### src/core/pmcs_cfg.svh
// Constants for the power management control and status register
`ifndef PMCS_CFG_SVH
`define PMCS_CFG_SVH
`define PMCS_REG_OFFSET     12'h0A4
`define PMCS_RESET_VALUE    32'h0000_0008
`define PMCS_STATE_LSB      0
`define PMCS_STATE_MSB      1
`define PMCS_NOSOFT_BIT     3
`define PMCS_WAKE_EN_BIT    8
`define PMCS_WAKE_ST_BIT    15
`define PMCS_STATE_D0       2'h0
`define PMCS_STATE_D1       2'h1
`define PMCS_STATE_D2       2'h2
`define PMCS_STATE_D3HOT    2'h3
`define PMCS_WAKE_EN_RESET  1'h0
`define PMCS_ZERO_WORD      32'h0000_0000
`define PMCS_NOSOFT_VALUE   1'h1
`define PMCS_LANE_STATE     0
`define PMCS_LANE_WAKE      1
`define PMCS_DATA_MSB       31
`define PMCS_DATA_LSB       24
`define PMCS_RSVD_HI_MSB    23
`define PMCS_RSVD_HI_LSB    16
`define PMCS_SCALE_MSB      14
`define PMCS_SCALE_LSB      13
`define PMCS_SELECT_MSB     12
`define PMCS_SELECT_LSB     9
`define PMCS_RSVD_LO_MSB    7
`define PMCS_RSVD_LO_LSB    4
`define PMCS_RSVD_BIT       2
`endif

### src/core/pmcs_pkg.sv
// Types for the power management control and status register
package pmcs_pkg;
    typedef struct packed {
        logic [1:0] power_state_field;
        logic       wake_event_enable;
    } pmcs_state_type;

    typedef struct packed {
        logic        wr_en;
        logic        rd_en;
        logic [11:0] addr;
        logic [3:0]  byte_en;
        logic [31:0] wdata;
    } pmcs_cfg_req_type;
endpackage

### src/core/pmcs_power_state_control.sv
// Power management control and status register with power state and wake enable
//
// Functional notes
// Bits 1:0 read the current power state and a write there requests a new state.
// A write requesting an unsupported state is ignored and the old state stays.
// D1 and D2 are unsupported, so only D0 and D3hot are accepted.
// Bit 8 is a read-write wake event enable that gates the wake event signal; here it is only stored and driven out on wake_event_enable.
// Wake enable clears after power-off and keeps its value across a D3cold wake.
// Wake event status bit 15 always reads 0.
// Skip-soft-reset flag bit 3 always reads 1.
// Power data byte 31:24 always reads 0x00.
// Data scale 14:13 and data select 12:9 read zero and are read-only.
// Reserved bits 23:16, 7:4 and 2 read zero.
// After reset the register reads 0x0000_0008.
// Writes update only the power state field and the wake enable bit.
//
// Usage
// - cold_wake must stand high for the whole reset when the device comes back from D3cold;
//   outside reset it is ignored.
// - Byte lane 0 gates the power state field and lane 1 the wake enable, so a partial write
//   touches only the lanes it enables.
// - A read and a write to this offset in one cycle return the value held before the write.
// - Any other offset reads as zero and ignores writes; the neighbouring capability words
//   live elsewhere.
// - Refused state requests are dropped silently: software must read back to see whether
//   the transition happened.
// - The wake enable is only stored here; the wake signalling itself sits outside this block.
// - Read data is registered and holds until the next read or reset, so a slow host may sample late.
`timescale 1ns/10ps
`include "pmcs_cfg.svh"

module pmcs_power_state_control (
    input  wire logic                      sys_clk,
    input  wire logic                      reset,
    input  wire logic                      cold_wake,
    input  wire pmcs_pkg::pmcs_cfg_req_type cfg_req,
    output logic [31:0]                    cfg_rdata,
    output logic                           cfg_rvalid,
    output logic [1:0]                     power_state_field,
    output logic                           wake_event_enable
);

    // ==========================================================
    // State
    typedef struct packed {
        pmcs_pkg::pmcs_state_type pm;
        logic [31:0]              rdata;
        logic                     rvalid;
    } pmcs_all_type;

    pmcs_all_type state_reg;
    pmcs_all_type state_next;
    logic         hit;
    logic [31:0]  image;
    logic [1:0]   req_state;

    assign hit       = (cfg_req.addr == `PMCS_REG_OFFSET);
    assign req_state = cfg_req.wdata[`PMCS_STATE_MSB:`PMCS_STATE_LSB];

    // ==========================================================
    // Read image: all fixed fields are constants
    always_comb begin
        image = '0;
        image[`PMCS_NOSOFT_BIT] = `PMCS_NOSOFT_VALUE;
        image[`PMCS_STATE_MSB:`PMCS_STATE_LSB] = state_reg.pm.power_state_field;
        image[`PMCS_WAKE_EN_BIT] = state_reg.pm.wake_event_enable;
    end

    // ==========================================================
    // Next state
    always_comb begin
        state_next        = state_reg;
        state_next.rvalid = 1'h0;
        if (cfg_req.wr_en && hit) begin
            // Only writable fields are taken; the rest of the word is dropped
            if (cfg_req.byte_en[`PMCS_LANE_STATE] &&
                (req_state == `PMCS_STATE_D0 || req_state == `PMCS_STATE_D3HOT)) begin
                state_next.pm.power_state_field = req_state;
            end
            if (cfg_req.byte_en[`PMCS_LANE_WAKE]) begin
                state_next.pm.wake_event_enable = cfg_req.wdata[`PMCS_WAKE_EN_BIT];
            end
        end
        if (cfg_req.rd_en) begin
            // Unmapped offsets return zero, so a stray probe is harmless
            state_next.rdata  = hit ? image : `PMCS_ZERO_WORD;
            state_next.rvalid = 1'h1;
        end
        // Reset comes last so that it overrides any access in the same cycle, except a wake enable write while cold_wake is high
        if (reset) begin
            state_next.pm.power_state_field = `PMCS_STATE_D0;
            state_next.rdata                = `PMCS_ZERO_WORD;
            state_next.rvalid               = 1'h0;
            // A reset taken on D3cold wake keeps the enable; only power-off clears it
            if (!cold_wake) begin
                state_next.pm.wake_event_enable = `PMCS_WAKE_EN_RESET;
            end
        end
    end

    // ==========================================================
    // Registers
    // Reset is folded into the next-state logic, so this stays a plain register
    always_ff @(posedge sys_clk) begin
        state_reg <= state_next;
    end

    assign cfg_rdata         = state_reg.rdata;
    assign cfg_rvalid        = state_reg.rvalid;
    assign power_state_field = state_reg.pm.power_state_field;
    assign wake_event_enable = state_reg.pm.wake_event_enable;

    // ==========================================================
    // Checks
    AST_STATE_LEGAL: assert property (@(posedge sys_clk) disable iff (reset)
        power_state_field != `PMCS_STATE_D1 && power_state_field != `PMCS_STATE_D2)
        else $error("power state holds unsupported value");
    AST_BAD_WRITE_IGNORED: assert property (@(posedge sys_clk) disable iff (reset)
        (cfg_req.wr_en && hit && cfg_req.byte_en[0] &&
         (req_state == `PMCS_STATE_D1 || req_state == `PMCS_STATE_D2))
        |=> $stable(power_state_field))
        else $error("unsupported state write changed state");
    AST_GOOD_WRITE_TAKEN: assert property (@(posedge sys_clk) disable iff (reset)
        (cfg_req.wr_en && hit && cfg_req.byte_en[0] &&
         (req_state == `PMCS_STATE_D0 || req_state == `PMCS_STATE_D3HOT))
        |=> power_state_field == $past(req_state))
        else $error("supported state write not taken");
    AST_WAKE_EN_WRITE: assert property (@(posedge sys_clk) disable iff (reset)
        (cfg_req.wr_en && hit && cfg_req.byte_en[1])
        |=> wake_event_enable == $past(cfg_req.wdata[`PMCS_WAKE_EN_BIT]))
        else $error("wake enable write not taken");
    AST_READ_IMAGE: assert property (@(posedge sys_clk) disable iff (reset)
        (cfg_req.rd_en && hit) |=> cfg_rvalid &&
        cfg_rdata[`PMCS_STATE_MSB:`PMCS_STATE_LSB] == $past(power_state_field) &&
        cfg_rdata[`PMCS_WAKE_EN_BIT] == $past(wake_event_enable) &&
        cfg_rdata[`PMCS_NOSOFT_BIT] == `PMCS_NOSOFT_VALUE)
        else $error("read image wrong");
    AST_FIXED_BITS: assert property (@(posedge sys_clk) disable iff (reset)
        cfg_rvalid |-> cfg_rdata[`PMCS_SCALE_MSB:`PMCS_SELECT_LSB] == '0 &&
        cfg_rdata[`PMCS_RSVD_LO_MSB:`PMCS_RSVD_LO_LSB] == '0 &&
        cfg_rdata[`PMCS_RSVD_BIT] == 1'h0)
        else $error("read-only bits nonzero");
    AST_RESET_VALUE: assert property (@(posedge sys_clk)
        reset && !cold_wake |=> power_state_field == `PMCS_STATE_D0 && !wake_event_enable)
        else $error("reset value wrong");
    AST_COLD_KEEP: assert property (@(posedge sys_clk)
        reset && cold_wake |=> wake_event_enable == $past(wake_event_enable))
        else $error("wake enable lost on cold wake");
    AST_OTHER_ADDR: assert property (@(posedge sys_clk) disable iff (reset)
        (cfg_req.wr_en && !hit) |=> $stable(power_state_field) && $stable(wake_event_enable))
        else $error("write to other offset changed state");

    // ==========================================================
    // Fixed fields, read timing and byte lanes
    AST_WAKE_STATUS_ZERO: assert property (@(posedge sys_clk) disable iff (reset)
        cfg_rvalid |-> cfg_rdata[`PMCS_WAKE_ST_BIT] == 1'h0)
        else $error("wake status bit nonzero");

    AST_DATA_BYTE_ZERO: assert property (@(posedge sys_clk) disable iff (reset)
        cfg_rvalid |-> cfg_rdata[`PMCS_DATA_MSB:`PMCS_DATA_LSB] == '0)
        else $error("power data byte nonzero");

    AST_SCALE_SELECT_ZERO: assert property (@(posedge sys_clk) disable iff (reset)
        cfg_rvalid |-> cfg_rdata[`PMCS_SCALE_MSB:`PMCS_SCALE_LSB] == '0 &&
        cfg_rdata[`PMCS_SELECT_MSB:`PMCS_SELECT_LSB] == '0)
        else $error("data scale or select nonzero");

    AST_RESERVED_ZERO: assert property (@(posedge sys_clk) disable iff (reset)
        cfg_rvalid |-> cfg_rdata[`PMCS_RSVD_HI_MSB:`PMCS_RSVD_HI_LSB] == '0 &&
        cfg_rdata[`PMCS_RSVD_LO_MSB:`PMCS_RSVD_LO_LSB] == '0 &&
        cfg_rdata[`PMCS_RSVD_BIT] == 1'h0)
        else $error("reserved bits nonzero");

    AST_UNMAPPED_ZERO: assert property (@(posedge sys_clk) disable iff (reset)
        (cfg_req.rd_en && !hit) |=> cfg_rvalid && cfg_rdata == `PMCS_ZERO_WORD)
        else $error("unmapped read not zero");

    AST_RVALID_PULSE: assert property (@(posedge sys_clk) disable iff (reset)
        cfg_rvalid |-> $past(cfg_req.rd_en))
        else $error("read valid without a read");

    AST_RDATA_HOLDS: assert property (@(posedge sys_clk) disable iff (reset)
        !cfg_req.rd_en |=> $stable(cfg_rdata))
        else $error("read data changed without a read");

    AST_STATE_QUIET: assert property (@(posedge sys_clk) disable iff (reset)
        !(cfg_req.wr_en && hit) |=> $stable(power_state_field) && $stable(wake_event_enable))
        else $error("state changed without a write");

    AST_LANE0_OFF: assert property (@(posedge sys_clk) disable iff (reset)
        (cfg_req.wr_en && hit && !cfg_req.byte_en[`PMCS_LANE_STATE])
        |=> $stable(power_state_field))
        else $error("state changed with its lane off");

    AST_LANE1_OFF: assert property (@(posedge sys_clk) disable iff (reset)
        (cfg_req.wr_en && hit && !cfg_req.byte_en[`PMCS_LANE_WAKE])
        |=> $stable(wake_event_enable))
        else $error("wake enable changed with its lane off");

    AST_RESET_QUIET: assert property (@(posedge sys_clk)
        reset |=> !cfg_rvalid && cfg_rdata == `PMCS_ZERO_WORD)
        else $error("read outputs not cleared by reset");

    COV_D3: cover property (@(posedge sys_clk) power_state_field == `PMCS_STATE_D3HOT);
    COV_BAD: cover property (@(posedge sys_clk) cfg_req.wr_en && hit && req_state == `PMCS_STATE_D1);
    COV_WAKE: cover property (@(posedge sys_clk) wake_event_enable);
    COV_COLD: cover property (@(posedge sys_clk) reset && cold_wake && wake_event_enable);
    COV_LANE: cover property (@(posedge sys_clk) cfg_req.wr_en && hit &&
        !cfg_req.byte_en[`PMCS_LANE_STATE] && cfg_req.byte_en[`PMCS_LANE_WAKE]);

endmodule

### config.mk
export PLATFORM = sky130hd
export DESIGN_NAME = pmcs_power_state_control
export DESIGN_NICKNAME = d
export VERILOG_FILES = /design/src/core/pmcs_pkg.sv /design/src/core/pmcs_power_state_control.sv
export VERILOG_INCLUDE_DIRS = /design/src /design/src/core
export SDC_FILE = /design/constraint.sdc
export NUM_CORES = 1
export LEC_CHECK = 0
export ABC_AREA = 1
export BUFFER_PORTS_ARGS = -buffer_cell sky130_fd_sc_hd__buf_2
export CAP_MARGIN = 20
export CORE_AREA = 3 3 48 50
export CTS_BUF_LIST = sky130_fd_sc_hd__clkbuf_8
export DETAILED_ROUTE_END_ITERATION = 8
export DIE_AREA = 0 0 51 53
export PLACE_DENSITY_LB_ADDON = 0.08
export SYNTH_ARGS = -nofsm -noshare
export SYNTH_HDL_FRONTEND = slang
export SYNTH_SLANG_ARGS = --single-unit
### constraint.sdc
create_clock -name sys_clk -period 2.1 [get_ports sys_clk]
set_clock_uncertainty 0.15 [all_clocks]
set_input_delay 0.21 -clock sys_clk [delete_from_list [all_inputs] [get_ports sys_clk]]
set_output_delay 0.21 -clock sys_clk [all_outputs]
set_load 0.1 [all_outputs]
==> flow_summary.toml <==
[cells_and_area]
fin_area_um2 = 722
nets = 175
fin_cells = 147
final_layout_size_suffix_gt1_frac = 0.317
syn_to_final_growth_pct = 18.2
nFillCells = 228
antenna_cells = 0

[yosys]
synth-seq-cells = 8
yosysTopAreaCellShare = 0.344
synth.largest_area_cell = "buf_4"
synth_area_um2 = 611
avgSynthCellArea_um2 = 6.86
ys_seq_area_frac = 0.262
synth_cell_types = 14
synthCells = 89
yosys_warnings = 0
synthTopCellsByArea = "buf_4 (34%), dfxtp_1 (26%), nand2_1 (10%), nor2_1 (8.6%), inv_1 (5.5%)"

[die]
die_w_um = 51
core_um2 = 1940
die-area_um2 = 2700
start_util = 0.314
io_pins = 89
fp.dieH_um = 53
fp-row-count = 16

[critical_path]
crit_arrival_ns = 1.01
start_kind = "flop"
endpoint_kind = "output port"
path_delay_family = "buffers and inverters"
crit_buf_inv = 1
crit_type = "flop to output port"
cp_slowest_stage_delay_ns = 0.44
cp.required_ns = 1.74
crit_fanout = 3
crit_chain = "buf_2"
cp_slowest_cell = "buf_2"

[timing]
finalMaxSlewViolations = 0
min_period_over_period = 0.651
setup_viol = 0
finalSetupTns_ns = 0
hold_ws_ns = 0.0588
min_period_ns = 1.37
grt_setup_unrepaired = "no"
hold_viol = 0
fmax_mhz = 732

[power_and_ir_drop]
power_leakage_uw = 0.000426
combPwrFrac = 0.441
clock_power_share = 0.299
p_sw_uw = 295
pwr_density_cell_nw_per_um2 = 819
sw_frac_of_total = 0.498
power_frac_seq = 0.260
peakVddDrop_v = 0.000552
p_int_uw = 296

[place]
place_area_um2 = 681
dp_hpwl_um = 973
place_congestion = 0.635
port_buffers = 29
placed_cells = 144

[grt]
grt_max_degree = 7
grt_pass1_vias = 418
grt_pass1_wl_um = 1600
overflow = 0
grt_usage = 0.0786
antenna_found_initial = 0

[drt]
avgRoutedWirePerCell_um = 7.34
vias_per_cell = 3.44
antenna_left = 0
routed_wl_um = 1080
drt_first_pass_iters = 1
drt_iter0_drc = 0
route.vias.total = 506
drc_errors = 0

[outcome]
status = "completed"

[clocking]
clk_pin_slew_ns = 0.04
holdBufCountCts = 0
postCtsSetupBuffers = 0
clkSinkCount = 8
clockRootBuffer = "clkbuf_8"
clockBufferDepth = 2
cts_tree = "yes"
cts_resized = 0
worstSkewPairLatency_ns = 0.22
cts_buffers = 3
htree_levels = 1

[hold_path]
hold_path.class = "primary input to flop"

[job]
maxCapViolCount = 0
==> final cells by class <==
cell class | count | area (um^2) | area share
Multi-Input combinational cell | 71 | 308 | 0.426
Clock buffer | 3 | 41.3 | 0.0572
Inverter | 9 | 33.8 | 0.0468
Sequential cell | 8 | 160 | 0.222
Timing Repair Buffer | 29 | 145 | 0.201
Tap cell | 27 | 33.8 | 0.0468
==> worst paths after layout <==
| path | startpoint | endpoint | slack (ns) | depth (start not counted) |
|---|---|---|---|---|
| max reg2reg | power_state_field[0] | power_state_field[0] | 1.33 | 4 |
| min reg2reg | cfg_rdata[8] | cfg_rdata[8] | 0.32 | 2 |
| max | power_state_field[0] | power_state_field[0] | 0.73 | 1 |
| min | cfg_req[8] | wake_event_enable | 0.06 | 3 |
==> cells by family after synthesis <==
logic type / Yosys count / share of synthesized area
and+or+nand+nor: 39 / 0.299
buffers and inverters: 37 / 0.400
DFF: 8 / 0.262
AOI/OAI and AO/OA: 4 / 0.0328
other: 1 / 0.00614
==> flip-flops by register name, summed over array words and instances, names as in the netlist <==
register           cells
cfg_rvalid             1
wake_event_enable      1
power_state_field      2
cfg_rdata              4
==> placed cells by master (no fill, tap or decap), types with 2 or more instances in the layout <==
| cell type | netlist | layout |
|---|---|---|
| buf_2 | 0 | 29 |
| nor2_1 | 14 | 14 |
| nand2_1 | 17 | 17 |
| inv_1 | 9 | 9 |
| a21oi_1 | 4 | 4 |
| nor2_4 | 2 | 2 |
| dfxtp_1 | 8 | 8 |
| clkbuf_8 | 0 | 3 |
| conb_1 | 1 | 28 |
==> per-stage QoR <==
step                utilization  total power, uW  worst slack [ns]
finish                    0.372              591             0.733
global placement          0.351              416             0.817
detailed placement        0.351              416             0.810
CTS                       0.372              598             0.722
global route              0.372              617             0.701
floorplan                     -              434             0.667
==> synth_stat cells <==
library cell  count
dfxtp_1           8
nand2_1          17
or2_2             1
nor2_4            2
nand2_2           1
or2_1             1
nand4_1           1
nor2_2            1
a21oi_1           4
conb_1            1
nand4_2           1
buf_4            28
inv_1             9
nor2_1           14
==> power by group through the flow <==
stage | Combinational, uW | Sequential (uW) | Clock (uW)
floorplan | 270 | 164 | 0
global placement | 260 | 156 | 0
detailed placement | 260 | 156 | 0
CTS | 260 | 154 | 185
global route | 269 | 154 | 194
finish | 261 | 154 | 177
==> per-layer routing <==
metal,vias up,GRT usage,part of all wire
met1,198,0.0825,0.35
met3,0,0.0451,0.15
met2,35,0.137,0.51
li1,273,-,-
met4,0,0.0135,0
met5,-,0,0
Power figures use the tool's default switching activity.
